--- src/hw/loader_pkg.sv ---
// Summary of operation
// RULE1: Device holds a 32 KB one-time-programmable store.
// RULE2: Each OTP block accepts programming only once; code takes writes until the block's seal byte is programmed.
// RULE3: Defaults are set first, then OTP is copied.
// RULE4: Device information block loads on every reset.
// RULE5: Strap pins latched at reset select the configuration.
// RULE6: Store holds between two and sixteen configurations; code selects among up to 256 with eight selection pins.
// RULE7: Only stored registers change; others keep defaults.
// RULE8: Bad checksum configuration is not applied at all.
// RULE9: Blocks marked invalid are skipped.
// RULE10: Live register writes never go back to OTP.
// RULE11: OTP is reached only through the controller machine.
// RULE12: Host programs OTP only while device is offline.
// RULE13: First valid EEPROM block loads, then search ends.
// RULE14: EEPROMs probed at 1010xxx, lowest address first.
// RULE15: EEPROM blocks sought only at 0x0000 and 0xF000.
// RULE16: EEPROM block checksum is checked before applying.
// RULE17: Sweep at 1 MHz, then 400 kHz, then 100 kHz.
// RULE18: No selection pins assigned means GPIO 3 to 0.
// RULE19: High EEPROM-disable strap skips all EEPROM reads.
// RULE20: Lowest selection pin index is the least significant bit.
// RULE21: Completion flag rises when all loading stages finish.
package loader_pkg;
   localparam int OTP_BYTES = 32768;
   localparam int OTP_AW = 15;
   localparam int BLK_AW = 8;
   localparam logic [7:0] SEAL_OFFSET = 8'hFF;
   localparam logic [7:0] BLANK_BYTE = 8'hFF;
   localparam logic [7:0] TYPE_DEVINFO = 8'h01;
   localparam logic [7:0] TYPE_CONFIG = 8'h02;
   localparam logic [7:0] STATUS_VALID = 8'hA5;
   localparam int HDR_LEN = 5;
   localparam int HDR_TYPE = 0;
   localparam int HDR_STATUS = 1;
   localparam int HDR_PARAM = 2;
   localparam int HDR_PARAM2 = 3;
   localparam int HDR_COUNT = 4;
   localparam logic [1:0] REC_LAST = 2'h2;
   localparam logic [7:0] DEFAULT_SEL_MASK = 8'h0F;
   localparam logic [6:0] EE_DEV_FIRST = 7'h50;
   localparam logic [2:0] EE_DEV_LAST = 3'h7;
   localparam logic [15:0] EE_OFFSET0 = 16'h0000;
   localparam logic [15:0] EE_OFFSET1 = 16'hF000;
   localparam logic [1:0] RATE_1MHZ = 2'h0;
   localparam logic [1:0] RATE_400KHZ = 2'h1;
   localparam logic [1:0] RATE_100KHZ = 2'h2;
   localparam logic [1:0] STRAP_SYNC_CYCLES = 2'h2;
   localparam int REC_W = 24;
   localparam int FIFO_DEPTH = 32;

   typedef enum logic [3:0] {
      S_DEFAULTS, S_STRAP, S_HDR, S_EVAL, S_VERIFY, S_CHECK, S_APPLY, S_DRAIN,
      S_STAGE_END, S_EE_NEXT, S_DONE, S_PROG_SEAL
   } load_state_t;

   typedef enum logic [1:0] {
      STAGE_DEVINFO, STAGE_OTP_CFG, STAGE_EEPROM
   } load_stage_t;
endpackage : loader_pkg

--- src/hw/record_fifo.sv ---
module record_fifo
   import loader_pkg::*;
#(
   parameter int WIDTH = REC_W,
   parameter int DEPTH = FIFO_DEPTH
) (
   input wire logic clk,
   input wire logic resetn,
   input wire logic in_valid,
   output logic in_ready,
   input wire logic [WIDTH-1:0] in_data,
   output logic out_valid,
   input wire logic out_ready,
   output logic [WIDTH-1:0] out_data,
   output logic empty
);
   localparam int AW = $clog2(DEPTH);

   generate
      if (DEPTH < 2 || (1 << AW) != DEPTH) begin : g_bad_depth
         $error("record_fifo depth must be a power of two of at least 2");
      end
   endgenerate

   typedef struct packed {
      logic [DEPTH-1:0][WIDTH-1:0] mem;
      logic [AW-1:0] wr_ptr;
      logic [AW-1:0] rd_ptr;
      logic [AW:0] count;
      logic out_valid;
      logic [WIDTH-1:0] out_data;
   } fifo_state_t;

   fifo_state_t st_reg;
   fifo_state_t st_next;
   logic push;
   logic load;

   assign in_ready = st_reg.count < (AW+1)'(DEPTH);
   assign out_valid = st_reg.out_valid;
   assign out_data = st_reg.out_data;
   assign empty = (st_reg.count == '0) && !st_reg.out_valid;

   // The output stage is a register, so the storage array never drives a port directly.
   always_comb begin
      st_next = st_reg;
      push = in_valid && in_ready;
      load = (st_reg.count != '0) && (!st_reg.out_valid || out_ready);
      if (out_ready && st_reg.out_valid) begin
         st_next.out_valid = 1'b0;
      end
      if (load) begin
         st_next.out_data = st_reg.mem[st_reg.rd_ptr];
         st_next.out_valid = 1'b1;
         st_next.rd_ptr = st_reg.rd_ptr + AW'(1);
      end
      if (push) begin
         st_next.mem[st_reg.wr_ptr] = in_data;
         st_next.wr_ptr = st_reg.wr_ptr + AW'(1);
      end
      st_next.count = st_reg.count + (AW+1)'(push) - (AW+1)'(load);
   end

   always_ff @(posedge clk or negedge resetn) begin
      if (!resetn) begin
         st_reg <= '0;
      end else begin
         st_reg <= st_next;
      end
   end
endmodule : record_fifo

--- src/hw/otp_eeprom_config_loader.sv ---
module otp_eeprom_config_loader
   import loader_pkg::*;
#(
   parameter int GPIO_W = 9
) (
   input wire logic clk,
   input wire logic resetn,
   input wire logic [GPIO_W-1:0] gpio_in,
   output logic otp_rd,
   output logic otp_wr,
   output logic [OTP_AW-1:0] otp_addr,
   output logic [7:0] otp_wdata,
   input wire logic [7:0] otp_rdata,
   input wire logic otp_rvalid,
   output logic ee_rd,
   output logic [6:0] ee_dev_addr,
   output logic [1:0] ee_rate,
   output logic [15:0] ee_addr,
   input wire logic ee_done,
   input wire logic ee_nack,
   input wire logic [7:0] ee_rdata,
   output logic img_defaults,
   output logic img_valid,
   input wire logic img_ready,
   output logic [15:0] img_addr,
   output logic [7:0] img_data,
   input wire logic prog_req,
   input wire logic [OTP_AW-1:0] prog_addr,
   input wire logic [7:0] prog_data,
   output logic prog_done,
   output logic prog_refused,
   output logic load_done,
   output logic cfg_loaded,
   output logic cfg_error,
   output logic [7:0] cfg_number,
   output logic ee_loaded
);
   generate
      if (GPIO_W < 8) begin : g_bad_gpio
         $error("otp_eeprom_config_loader needs at least eight strap pins");
      end
   endgenerate

   typedef struct packed {
      load_state_t state;
      load_stage_t stage;
      logic [GPIO_W-1:0] gpio_meta;
      logic [GPIO_W-1:0] gpio_sync;
      logic [GPIO_W-1:0] strap;
      logic [1:0] sync_cnt;
      logic [7:0] sel_mask;
      logic [7:0] dis_mask;
      logic [7:0] sel_num;
      logic [15:0] base;
      logic [9:0] idx;
      logic [1:0] rec_pos;
      logic [15:0] rec;
      logic [7:0] hdr_type;
      logic [7:0] hdr_status;
      logic [7:0] hdr_param;
      logic [7:0] hdr_param2;
      logic [7:0] hdr_count;
      logic [7:0] sum;
      logic rd_pending;
      logic push;
      logic [REC_W-1:0] push_data;
      logic otp_rd;
      logic otp_wr;
      logic [OTP_AW-1:0] otp_addr;
      logic [7:0] otp_wdata;
      logic ee_rd;
      logic [6:0] ee_dev_addr;
      logic [1:0] ee_rate;
      logic [15:0] ee_addr;
      logic ee_off_hi;
      logic ee_seen;
      logic ee_absent;
      logic img_defaults;
      logic prog_done;
      logic prog_refused;
      logic [OTP_AW-1:0] prog_addr;
      logic [7:0] prog_data;
      logic load_done;
      logic cfg_loaded;
      logic cfg_error;
      logic ee_loaded;
   } loader_state_t;

   loader_state_t st;
   loader_state_t n;
   logic fifo_ready;
   logic fifo_empty;
   logic src_ee;
   logic rsp;
   logic [7:0] rsp_byte;
   logic rsp_nack;
   logic [15:0] blk_len;
   logic [15:0] rd_addr;
   logic last_byte;
   logic ee_off;
   logic [7:0] sel_mask_eff;
   logic [7:0] sel_pack;
   logic [2:0] sel_bit;

   assign src_ee = (st.stage == STAGE_EEPROM) && (st.state != S_PROG_SEAL);
   assign rsp = st.rd_pending && (src_ee ? ee_done : otp_rvalid);
   assign rsp_byte = src_ee ? ee_rdata : otp_rdata;
   assign rsp_nack = src_ee && ee_nack;
   assign blk_len = 16'(HDR_LEN + 1) + 16'(st.hdr_count) * 16'h0003;
   assign rd_addr = st.base + {6'h00, st.idx};
   assign last_byte = ({6'h00, st.idx} == blk_len - 16'h0001);
   assign ee_off = |(st.strap[7:0] & st.dis_mask); // [RULE19]
   assign sel_mask_eff = (st.sel_mask == 8'h00) ? DEFAULT_SEL_MASK : st.sel_mask; // [RULE18]

   // Selected pins are packed in index order, so gaps in the mask do not leave gaps in the number.
   always_comb begin
      sel_pack = 8'h00;
      sel_bit = 3'h0;
      for (int i = 0; i < 8; i++) begin
         if (sel_mask_eff[i]) begin
            sel_pack[sel_bit] = st.strap[i]; // [RULE20]
            sel_bit = sel_bit + 3'h1;
         end
      end
   end

   always_comb begin
      n = st;
      n.gpio_meta = gpio_in;
      n.gpio_sync = st.gpio_meta;
      n.otp_rd = 1'b0;
      n.otp_wr = 1'b0;
      n.ee_rd = 1'b0;
      n.img_defaults = 1'b0;
      n.prog_done = 1'b0;
      n.prog_refused = 1'b0;
      if (st.push && fifo_ready) begin
         n.push = 1'b0;
      end
      if (prog_req && st.state != S_DONE) begin
         n.prog_refused = 1'b1; // [RULE12]
      end
      if (rsp) begin
         n.rd_pending = 1'b0;
         if (!rsp_nack) begin
            n.ee_seen = n.ee_seen | src_ee; // [RULE17]
         end
      end
      case (st.state)
         S_DEFAULTS: begin
            n.state = S_STRAP; // [RULE3]
         end
         S_STRAP: begin
            if (st.sync_cnt == STRAP_SYNC_CYCLES) begin
               n.strap = st.gpio_sync; // [RULE5]
               n.stage = STAGE_DEVINFO; // [RULE4]
               n.base = 16'h0000;
               n.idx = 10'h000;
               n.sum = 8'h00;
               n.state = S_HDR;
            end else begin
               n.sync_cnt = st.sync_cnt + 2'h1;
            end
         end
         S_HDR: begin
            if (!src_ee && st.idx == 10'h000 && st.base > 16'(OTP_BYTES - HDR_LEN)) begin
               n.state = S_STAGE_END; // [RULE1]
            end else if (rsp && rsp_nack) begin
               n.ee_absent = 1'b1;
               n.state = S_EE_NEXT;
            end else if (rsp) begin
               case (st.idx[2:0])
                  3'(HDR_TYPE): n.hdr_type = rsp_byte;
                  3'(HDR_STATUS): n.hdr_status = rsp_byte;
                  3'(HDR_PARAM): n.hdr_param = rsp_byte;
                  3'(HDR_PARAM2): n.hdr_param2 = rsp_byte;
                  default: n.hdr_count = rsp_byte;
               endcase
               n.sum = st.sum + rsp_byte;
               n.idx = st.idx + 10'h001;
               if (st.idx == 10'(HDR_COUNT)) begin
                  n.state = S_EVAL;
               end
            end
         end
         S_EVAL: begin
            if (st.hdr_type == BLANK_BYTE) begin
               n.state = src_ee ? S_EE_NEXT : S_STAGE_END;
            end else if (st.hdr_status == STATUS_VALID && // [RULE9]
                  ((st.stage == STAGE_DEVINFO && st.hdr_type == TYPE_DEVINFO) ||
                   (st.stage == STAGE_OTP_CFG && st.hdr_type == TYPE_CONFIG &&
                    st.hdr_param == st.sel_num) || // [RULE5] [RULE6]
                   (st.stage == STAGE_EEPROM && st.hdr_type == TYPE_CONFIG))) begin
               n.state = S_VERIFY;
            end else if (src_ee) begin
               n.state = S_EE_NEXT; // [RULE15]
            end else begin
               n.base = st.base + blk_len;
               n.idx = 10'h000;
               n.sum = 8'h00;
               n.state = S_HDR;
            end
         end
         S_VERIFY: begin
            if (rsp && rsp_nack) begin
               n.state = S_EE_NEXT;
            end else if (rsp) begin
               n.sum = st.sum + rsp_byte;
               n.idx = st.idx + 10'h001;
               if (last_byte) begin
                  n.state = S_CHECK;
               end
            end
         end
         S_CHECK: begin
            // A block is read twice so that nothing reaches the image before its sum is known good.
            if (st.sum == 8'h00) begin
               n.idx = 10'(HDR_LEN); // [RULE16]
               n.rec_pos = 2'h0;
               n.state = S_APPLY;
            end else if (src_ee) begin
               n.state = S_EE_NEXT;
            end else begin
               n.cfg_error = n.cfg_error | (st.stage == STAGE_OTP_CFG); // [RULE8]
               n.state = S_STAGE_END;
            end
         end
         S_APPLY: begin
            if (rsp) begin
               n.idx = st.idx + 10'h001;
               if (st.rec_pos == REC_LAST) begin
                  n.push = 1'b1; // [RULE7]
                  n.push_data = {st.rec, rsp_byte};
                  n.rec_pos = 2'h0;
               end else begin
                  n.rec = {st.rec[7:0], rsp_byte};
                  n.rec_pos = st.rec_pos + 2'h1;
               end
            end else if (!st.rd_pending && !st.push && last_byte) begin
               n.state = S_DRAIN;
            end
         end
         S_DRAIN: begin
            if (!st.push && fifo_empty) begin
               if (st.stage == STAGE_DEVINFO) begin
                  n.sel_mask = st.hdr_param;
                  n.dis_mask = st.hdr_param2;
               end else if (st.stage == STAGE_OTP_CFG) begin
                  n.cfg_loaded = 1'b1;
               end else begin
                  n.ee_loaded = 1'b1;
               end
               n.state = (st.stage == STAGE_EEPROM) ? S_DONE : S_STAGE_END; // [RULE13]
            end
         end
         S_STAGE_END: begin
            n.idx = 10'h000;
            n.sum = 8'h00;
            if (st.stage == STAGE_DEVINFO) begin
               n.sel_num = sel_pack;
               n.stage = STAGE_OTP_CFG;
               n.base = 16'h0000;
               n.state = S_HDR;
            end else if (st.stage == STAGE_OTP_CFG && !ee_off) begin
               n.stage = STAGE_EEPROM;
               n.ee_dev_addr = EE_DEV_FIRST; // [RULE14]
               n.ee_rate = RATE_1MHZ; // [RULE17]
               n.ee_off_hi = 1'b0;
               n.ee_seen = 1'b0;
               n.ee_absent = 1'b0;
               n.base = EE_OFFSET0;
               n.state = S_HDR;
            end else begin
               n.state = S_DONE;
            end
         end
         S_EE_NEXT: begin
            n.idx = 10'h000;
            n.sum = 8'h00;
            n.ee_absent = 1'b0;
            n.state = S_HDR;
            if (!st.ee_absent && !st.ee_off_hi) begin
               n.ee_off_hi = 1'b1;
               n.base = EE_OFFSET1; // [RULE15]
            end else begin
               n.ee_off_hi = 1'b0;
               n.base = EE_OFFSET0;
               if (st.ee_dev_addr[2:0] != EE_DEV_LAST) begin
                  n.ee_dev_addr = st.ee_dev_addr + 7'h01; // [RULE14]
               end else if (!st.ee_seen && st.ee_rate != RATE_100KHZ) begin
                  n.ee_dev_addr = EE_DEV_FIRST;
                  n.ee_rate = (st.ee_rate == RATE_1MHZ) ? RATE_400KHZ : RATE_100KHZ; // [RULE17]
               end else begin
                  n.state = S_DONE;
               end
            end
         end
         S_DONE: begin
            n.load_done = 1'b1; // [RULE21]
            if (prog_req) begin
               n.prog_addr = prog_addr; // [RULE11]
               n.prog_data = prog_data;
               n.state = S_PROG_SEAL;
            end
         end
         S_PROG_SEAL: begin
            // The last byte of each block is its seal; once programmed the block takes no more writes.
            if (rsp) begin
               n.state = S_DONE;
               if (rsp_byte != BLANK_BYTE) begin
                  n.prog_refused = 1'b1; // [RULE2]
               end else begin
                  n.otp_wr = 1'b1; // [RULE10]
                  n.otp_addr = st.prog_addr;
                  n.otp_wdata = st.prog_data;
                  n.prog_done = 1'b1;
               end
            end
         end
         default: begin
            n.state = S_DONE;
         end
      endcase
      if (!st.rd_pending && !st.push && !rsp) begin
         // Verification must also fetch the checksum byte, so it reads up to and including the last index.
         if ((st.state == S_HDR && n.state == S_HDR) || st.state == S_VERIFY ||
               (st.state == S_APPLY && !last_byte)) begin
            n.rd_pending = 1'b1;
            if (src_ee) begin
               n.ee_rd = 1'b1;
               n.ee_addr = rd_addr;
            end else begin
               n.otp_rd = 1'b1;
               n.otp_addr = rd_addr[OTP_AW-1:0];
            end
         end else if (st.state == S_PROG_SEAL) begin
            n.rd_pending = 1'b1;
            n.otp_rd = 1'b1;
            n.otp_addr = {st.prog_addr[OTP_AW-1:BLK_AW], SEAL_OFFSET};
         end
      end
   end

   always_ff @(posedge clk or negedge resetn) begin
      if (!resetn) begin
         st <= '0;
         st.img_defaults <= 1'b1;
      end else begin
         st <= n;
      end
   end

   record_fifo #(
      .WIDTH(REC_W),
      .DEPTH(FIFO_DEPTH)
   ) u_fifo (
      .clk(clk),
      .resetn(resetn),
      .in_valid(st.push),
      .in_ready(fifo_ready),
      .in_data(st.push_data),
      .out_valid(img_valid),
      .out_ready(img_ready),
      .out_data({img_addr, img_data}),
      .empty(fifo_empty)
   );

   assign otp_rd = st.otp_rd;
   assign otp_wr = st.otp_wr;
   assign otp_addr = st.otp_addr;
   assign otp_wdata = st.otp_wdata;
   assign ee_rd = st.ee_rd;
   assign ee_dev_addr = st.ee_dev_addr;
   assign ee_rate = st.ee_rate;
   assign ee_addr = st.ee_addr;
   assign img_defaults = st.img_defaults;
   assign prog_done = st.prog_done;
   assign prog_refused = st.prog_refused;
   assign load_done = st.load_done;
   assign cfg_loaded = st.cfg_loaded;
   assign cfg_error = st.cfg_error;
   assign cfg_number = st.sel_num;
   assign ee_loaded = st.ee_loaded;

   a_defaults_then_strap: assert property (@(posedge clk) disable iff (!resetn) // [RULE3]
      st.img_defaults |=> st.state == S_STRAP && !st.push && !img_valid)
      else $error("defaults pulse not followed by strap wait");
   a_devinfo_first: assert property (@(posedge clk) disable iff (!resetn) // [RULE4]
      (st.state == S_STRAP && st.sync_cnt == STRAP_SYNC_CYCLES) |=> st.stage == STAGE_DEVINFO && st.state == S_HDR)
      else $error("device information stage not entered after strap latch");
   a_seal_refuses: assert property (@(posedge clk) disable iff (!resetn) // [RULE2]
      (st.state == S_PROG_SEAL && rsp && rsp_byte != BLANK_BYTE) |=> st.prog_refused && !st.otp_wr)
      else $error("write to sealed block not refused");
   a_default_select: assert property (@(posedge clk) disable iff (!resetn) // [RULE18]
      (st.state == S_STAGE_END && st.stage == STAGE_DEVINFO && st.sel_mask == 8'h00)
      |=> st.sel_num == {4'h0, st.strap[3:0]})
      else $error("default selection pins not used");
   a_cfg_number_match: assert property (@(posedge clk) disable iff (!resetn) // [RULE5]
      (st.state == S_EVAL && st.stage == STAGE_OTP_CFG && st.hdr_param != st.sel_num) |=> st.state != S_VERIFY)
      else $error("unselected configuration accepted");
   a_bad_sum_blocks: assert property (@(posedge clk) disable iff (!resetn) // [RULE8]
      (st.state == S_CHECK && st.sum != 8'h00) |=> st.state != S_APPLY ##1 !st.push)
      else $error("block with bad checksum applied");
   a_invalid_skipped: assert property (@(posedge clk) disable iff (!resetn) // [RULE9]
      (st.state == S_EVAL && st.hdr_status != STATUS_VALID) |=> st.state != S_VERIFY)
      else $error("invalidated block not skipped");
   a_ee_offsets: assert property (@(posedge clk) disable iff (!resetn) // [RULE15]
      (st.ee_rd && st.idx == 10'h000) |-> st.ee_addr == EE_OFFSET0 || st.ee_addr == EE_OFFSET1)
      else $error("EEPROM block sought at wrong offset");
   a_ee_disabled: assert property (@(posedge clk) disable iff (!resetn) // [RULE19]
      (st.stage == STAGE_EEPROM) |-> !ee_off)
      else $error("EEPROM searched while disabled");
   a_dev_step: assert property (@(posedge clk) disable iff (!resetn) // [RULE14]
      (st.state == S_EE_NEXT && st.ee_absent && st.ee_dev_addr[2:0] != EE_DEV_LAST)
      |=> st.ee_dev_addr == $past(st.ee_dev_addr) + 7'h01)
      else $error("EEPROM address did not step upward");
   a_ee_stop_first: assert property (@(posedge clk) disable iff (!resetn) // [RULE13]
      (st.state == S_DRAIN && st.stage == STAGE_EEPROM && !st.push && fifo_empty) |=> st.state == S_DONE)
      else $error("EEPROM search continued after a valid block");
   a_done_sticks: assert property (@(posedge clk) disable iff (!resetn) // [RULE21]
      st.load_done |=> st.load_done && !img_valid [*2])
      else $error("completion flag dropped or image written after completion");
endmodule : otp_eeprom_config_loader

--- config.mk ---
export PLATFORM = sky130hd
export DESIGN_NAME = otp_eeprom_config_loader
export DESIGN_NICKNAME = d
export VERILOG_FILES = /design/src/hw/loader_pkg.sv /design/src/hw/record_fifo.sv /design/src/hw/otp_eeprom_config_loader.sv
export SDC_FILE = /design/constraint.sdc
export NUM_CORES = 2
export LEC_CHECK = 0
export ABC_AREA = 1
export BUFFER_PORTS_ARGS = -buffer_cell sky130_fd_sc_hd__buf_2
export CORE_MARGIN = 10
export CORE_UTILIZATION = 63
export CTS_CLUSTER_DIAMETER = 120
export DETAILED_ROUTE_END_ITERATION = 7
export GPL_ROUTABILITY_DRIVEN = 0
export GPL_TIMING_DRIVEN = 0
export PLACE_DENSITY = 0.78
export SYNTH_ARGS = -nofsm -noshare
export SYNTH_HDL_FRONTEND = slang
export SYNTH_HIERARCHICAL = 1
export SYNTH_SLANG_ARGS = --single-unit
--- constraint.sdc ---
create_clock -name clk -period 4.4 [get_ports clk]
set_input_delay 0.44 -clock clk [delete_from_list [all_inputs] [get_ports clk]]
set_output_delay 0.44 -clock clk [all_outputs]
set_load 0.01 [all_outputs]
## After elaboration in Yosys (flattened, before gate mapping)

Index checks and enable logic that the tools add are counted.

- Input port bits: 55
- Logic and storage cells: 420
- Output and inout bits: 91
- Bits in registers: 1,067

- Multiply operators: 1
- Bitwise gates (word level): 13
- Mux-type cells: 145
- Add/subtract/negate cells: 19
- Eq/ne operators: 50
- Order comparisons: 19
- Reductions and logical operators: 94

Operators with widths:

| cell | count |
|---|---|
| $bwmux W768 | 1 |
| $mux W8 | 18 |
| $bmux W24 S5 | 1 |
| $demux W24 S5 | 1 |
| $mux W24 | 5 |
| $mux W26 | 4 |
| $mux W25 | 4 |
| $mux W4 | 20 |
| $pmux W10 S7 | 1 |
| $mux W16 | 4 |
| $pmux W16 S4 | 1 |
| $mux W15 | 4 |
| $bwmux W8 | 7 |
| $pmux W4 S12 | 1 |
| $pmux W8 S5 | 1 |
| $mux W9 | 4 |
| $ne A2 B2 Y1 const B | 18 |
| $reduce_and A5 Y1 | 7 |
| $logic_and A1 B1 Y1 | 33 |
| $mux W1 | 33 |
| $mux W10 | 3 |
| $lt A3 B4 Y1 const B | 7 |
| $mux W28 | 1 |
| $reduce_and A3 Y1 | 9 |
| 70 further kinds | 153 |

## Logic depth before layout (Yosys ltp)

- Depth after elaboration: 21
- Depth in mapped cells: 28
- Mapped depth without buffers: 28

## Hierarchy

The synthesis kept the hierarchy.

Modules (own cells, without submodules):

| module | instances | sequential area each (sq um) | cells each | area each (sq um) |
|---|---|---|---|---|
| record_fifo | 1 | 20,244.4 | 4,957 | 38,587.0 |
| otp_eeprom_config_loader | 1 | 6,432.4 | 1,990 | 15,153.3 |

## Worst setup path after synthesis

No wires, ideal clock.

- Kind: register to register
- Start point: reg st[219] in the netlist's numbering
- End point: reg st (netlist bit cfg_number[5])
- Data arrival time: 3,350 ps
- Required time: 4,284 ps
- Setup time: 116 ps
- Stages on the path, launching flop included: 26
- Setup slack: 934 ps
- Cells stage by stage: dfrtp_1 > inv_1 > ha_1 > nand4_1 > nand2_1 > or2_2 > nand2_1 > inv_1 > ha_1 > nand2_1 > nand2_1 > ha_1 > nand2_1 > nand2_1 > ha_1 > nand2_1 > nand2_2 > ha_1 > nand2_1 > nand2_1 > inv_1 > nand3_1 > nor2_1 > nor2_1 > nand2_1 > nand2_1

- Word-level cells in the longest chain between the ends: 21
- Elaborated cells on any way between the ends: 64
- Classes of those cells: add/sub (6); order compare (14); mux (36); reduce/logical (8)

RTL lines:

| element | line | text |
|---|---|---|
| from (decl) | otp_eeprom_config_loader.sv:89 | `loader_state_t st;` |
| from (signal assigned) | otp_eeprom_config_loader.sv:349 | `st <= n;` |
| $logic_not A8 Y1 | otp_eeprom_config_loader.sv:113 | `assign sel_mask_eff = (st.sel_mask == 8'h00) ? DEFAULT_SEL_MASK : st.sel_mask;` |
| $mux W8 (*) | otp_eeprom_config_loader.sv:113 |  |
| $mux W1 | otp_eeprom_config_loader.sv:120 | `if (sel_mask_eff[i]) begin` |
| $add A3 B1 Y3 (tied with other cells) | otp_eeprom_config_loader.sv:122 | `sel_bit = sel_bit + 3'h1;` |
| $mux W3 / $logic_and A1 B1 Y1 (equally long branches) | otp_eeprom_config_loader.sv:120, otp_eeprom_config_loader.sv:121 |  |
| $add A3 B1 Y3 (tied with other cells) | otp_eeprom_config_loader.sv:122 |  |
| $mux W3 (tied with other cells) | otp_eeprom_config_loader.sv:120 |  |
| $add A3 B1 Y3 (tied with other cells) | otp_eeprom_config_loader.sv:122 |  |
| [... 5 more ...] | - |  |
| $add A3 B1 Y3 (tied with other cells) | otp_eeprom_config_loader.sv:122 |  |
| $mux W3 (tied with other cells) | otp_eeprom_config_loader.sv:120 |  |
| $lt A3 B4 Y1 (not written as such) (tied with other cells) | otp_eeprom_config_loader.sv:121 | `sel_pack[sel_bit] = st.strap[i];` |
| $logic_and A1 B1 Y1 (not written as such) (tied with other cells) | otp_eeprom_config_loader.sv:121 |  |
| $mux W1 (not written as such) / $bwmux W8 (equally long branches) | otp_eeprom_config_loader.sv:121 |  |
| $demux W1 S3 / $mux W8 (equally long branches) | otp_eeprom_config_loader.sv:121, otp_eeprom_config_loader.sv:120 |  |
| $bwmux W8 | otp_eeprom_config_loader.sv:121 |  |
| $mux W8 (*) | otp_eeprom_config_loader.sv:120 |  |

Every way passes the cells marked *; elsewhere a longest branch is shown, timed or not.
A chain may end at the register's enable or synchronous reset.

==> impl_metrics.py <==
metrics = {
    "power_and_ir_drop": {
        "power_density_mw_per_mm2": 507.5,
        "power.static_leakage_nw": 29.32,
        "vdd_drop_max_v": 0.0004022,
    },
    "placement": {
        "dpl-instance-area_mm2": 0.05611,
        "detailed_place_hpwl_um": 126900,
        "buffer_ports.inserted": 144,
    },
    "global_routing": {
        "grt_max_degree": 172,
        "grt_pass1_wl_um": 270100,
        "number_of_antenna_violations_at_the_first_check_in_global_routing": 4,
        "global_route.usage.total_pct": 35.42,
        "gr-total-overflow": 0,
        "grt_pass1_vias": 47126,
    },
    "drt": {
        "post-route-drc-count": 6,
        "ant_nets": 0,
        "avgRoutedWirePerCell_um": 20.90,
        "avgViaCountPerCell": 5.854,
        "detailroute.via_count": 49587,
        "initialDrtViolationCount": 6419,
        "wirelength_um": 177100,
        "detailedRoute.firstPassIterationCount": 8,
    },
    "logic_synthesis": {
        "mappedNetlistNets": 7075,
        "synth-compound-area-share_pct": 11.48,
        "synth_flop_cell": "dfrtp_1",
        "synth_cell_type_count": 62,
        "synth_area_per_cell_um2": 7.736,
        "synth_warnings": 6,
        "sequential_to_total_area_share_from_yosys_stat_pct": 49.64,
        "yosys_register_bits": 1066,
        "ys_async_sr_fraction_pct": 100.0,
        "synth_top_cell_area_share_pct": 49.59,
        "synth.cell_area_mm2": 0.05374,
        "ys_top_cells_by_count": "nand2_1, dfrtp_1, nand3_1, o21ai_0, inv_1",
        "netlist_top_cells_area": "dfrtp_1, nand2_1, nand3_1",
        "synthCells": 6947,
        "synthMuxAreaShare_pct": 0.2468,
        "synth_top_area_cell": "dfrtp_1",
        "count_of_flip_flops_with_a_built_in_enable_after_synthesis": 0,
        "synth_top_family_by_area": "simple AND/OR/NAND/NOR gates",
        "synth-adder-area-share_pct": 1.769,
        "post_synth_xor_area_fraction_pct": 0.8731,
        "synth-simple-area-share_pct": 26.16,
        "cell_with_the_most_instances_after_synthesis": "nand2_1",
    },
    "sta": {
        "worst_hold_slack_ns": -0.002230,
        "drv_slew": 0,
        "tightestPinTransition_ns": 1.173,
        "grt_setup_unrepaired": "yes",
        "timing.final.crit_period_ns": 4.185,
        "final.period_utilization_pct": 95.11,
        "timing.final.setup_violations": 0,
        "relative_max_transition_margin_pct": 21.79,
        "achievable-frequency_mhz": 239.0,
        "hold_viol": 1,
        "finalClockSkew_ns": 0.02280,
    },
    "floorplan": {
        "initial_utilization_pct": 63.31,
        "floorplan.die_area_mm2": 0.09738,
        "die_width_um": 312.1,
        "die_height_um": 312.1,
        "placement_rows": 107,
        "fp.coreArea_mm2": 0.08488,
        "io-pin-count": 146,
    },
    "final_layout": {
        "largest_register_ff_count": 784,
        "drive_gt1_share_pct": 10.68,
        "finish.net_count": 7363,
        "finalCoreUtilization_pct": 70.85,
        "design_area_mm2": 0.06014,
        "synthToLayoutAreaGrowth_pct": 11.90,
    },
    "clock_tree": {
        "clock_sinks": 1066,
        "cts_max_path_buffers": 3,
        "clock_latency_at_the_later_pin_of_the_worst_skew_pair_ns": 0.70,
        "cts_buffers": 110,
        "clock_tree_from_tritoncts": "built",
        "clock_pin_transition_on_the_worst_setup_and_hold_timing_paths_ns": 0.06,
        "clk_root_buffer_cell": "clkbuf_16",
        "cts_htree_levels": 3,
    },
    "critical_path": {
        "critical_path.max_fanout": 9,
        "critPathTopFamily": "simple AND/OR/NAND/NOR gates",
        "critical_path.slowest_cell": "fa_1",
        "path_buf_inv": 4,
        "worstPathRequired_ns": 5.00,
        "cpPeakStageDelay_ns": 0.64,
        "critical_path_source_type": "register",
        "timing_worst_setup_path_type": "reg2reg",
        "worst_ep_arrival_time_ns": 4.78,
        "path_cells": "inv_1 > ha_1 > inv_1 > ha_1 > inv_1 > fa_1 > nand3_1 > nor2_1 > nand3_1 > nor2_1 > nand3_1 > nand3_1 > nand2_1 > nor2_1 > nand3_1 > a21oi_4 > nand2_4 > inv_1 > nor2_1 > nor2_1",
        "timing.critical_path.to_type": "register",
    },
    "hold_path": {
        "hold_class": "in2reg",
    },
    "flow_run": {
        "drv_cap": 0,
    },
    "run_status": {
        "outcome": "finished, violations left",
        "failed_checks": "DRC, hold timing",
    },
}
## metrics by stage
stage / setup WS [ns] / instances / hold WS (ns) / TNS [ns] / total power, mW
after detailed placement: -0.09690 / 8243 / 0.3347 / -0.1150 / 20.28
final: 0.2152 / 8471 / -0.002230 / 0 / 30.52
after floorplan: 0.9338 / 6947 / 0.1444 / 0 / 16.46
after global routing: -0.005600 / 8467 / 0.009371 / -0.005600 / 31.49
after global placement: -20.00 / 8235 / 0.3343 / - / 20.13
after CTS: 0.1279 / 8462 / 0.0003567 / 0 / 29.98
## layout by cell type (no fill, tap or decap), drive strengths merged, types with 2 or more instances in the layout
| master | netlist | final |
|---|---|---|
| nand2 | 2327 | 2327 |
| dfrtp | 1065 | 1065 |
| o21ai | 914 | 914 |
| nand3 | 618 | 618 |
| inv | 611 | 612 |
| buf | 322 | 475 |
| nor2 | 412 | 412 |
| clkbuf | 198 | 356 |
| a21oi | 214 | 214 |
| ha | 68 | 68 |
| xor2 | 39 | 39 |
| nor3 | 35 | 35 |
| clkinv | 3 | 29 |
| dlygate4sd3 | 0 | 23 |
| nand4 | 16 | 16 |
| or2 | 14 | 14 |
| xnor2 | 12 | 12 |
| bufinv | 0 | 12 |
| mux2 | 10 | 10 |
| o22ai | 8 | 8 |
| nor4 | 8 | 8 |
| diode | 0 | 5 |
| a21o | 5 | 5 |
| a31oi | 5 | 5 |
| fa | 5 | 5 |
| o21bai | 4 | 4 |
| o2111ai | 4 | 4 |
| o21a | 3 | 3 |
| and3 | 3 | 3 |
| o31ai | 3 | 3 |
| o211ai | 3 | 3 |
| nand3b | 2 | 2 |
| a22o | 2 | 2 |
| a221oi | 2 | 2 |
| mux2i | 2 | 2 |
| a22oi | 2 | 2 |
| clkinvlp | 0 | 2 |
## kinds of logic (layout without fill, tap and decap cells)
logic type	Yosys count	count (layout)
xor gates and xnor gates	52	52
other	1	6
adders and majority gates	73	73
DFF	1066	1066
and+or+nand+nor	3436	3436
AOI/OAI and AO/OA	1173	1173
buffers and inverters	1134	1509
muxes	12	12
## path summary, 6_finish.rpt
check	start	to	slack, ns	cells past startpoint
max	st[119]	otp_rd	0.22	20
min	prog_addr[6]	st[18]	-0.002	3
max reg2reg	st[119]	otp_rd	0.22	20
min reg2reg	n[239]	st[239]	0.34	0
max in group asynchronous	resetn	st[118]	1.82	5
min in group asynchronous	resetn	u_fifo/st_reg[604]	0.25	2
## worst register-to-register path, delay by kind of cell (launching register included)
family | cells | cell delay, ns
simple gates | 12 | 1.75
fa+ha+maj | 3 | 1.12
buf+inv | 4 | 0.47
flops | 1 | 0.41
compound gates | 1 | 0.38
## routing by layer
| layer | wire, um | GRT usage [%] | vias up | part of all wire (%) |
|---|---|---|---|---|
| met1 | 64390 | 42.81 | 23438 | 36 |
| li1 | - | - | 22594 | - |
| met5 | 64 | 0 | - | 0.036 |
| met3 | 19850 | 10.11 | 726 | 11 |
| met2 | 78390 | 55.02 | 2823 | 44 |
| met4 | 14370 | 23.67 | 6 | 8.1 |
## where the power goes
part           total [mW]  switching [mW]  leakage (nW)  internal, mW
clock                9.73            3.97          1.86          5.75
sequential           10.7           0.331          14.5          10.4
combinational        10.1            7.37          13.0          2.71
## cell type report
| cell class | count | area [um^2] |
|---|---|---|
| sequential | 1066 | 26680 |
| fill | 6922 | 24740 |
| multi-input combinational | 4747 | 21810 |
| clock buffer | 158 | 3217 |
| buffer | 520 | 2967 |
| inverter | 614 | 2312 |
| tap | 1144 | 1431 |
| timing repair buffer | 176 | 1174 |
| clock inverter | 41 | 536.8 |
| antenna | 5 | 12.51 |
## timing repair
item	4_1_cts	5_1_grt
hold buffers	20	3
hold endpoints to repair	91	3
setup buffers	0	1
pin swaps	0	2
resized for setup	1	11
endpoints found under the setup margin	2	17
Power figures use the tool's default switching activity.
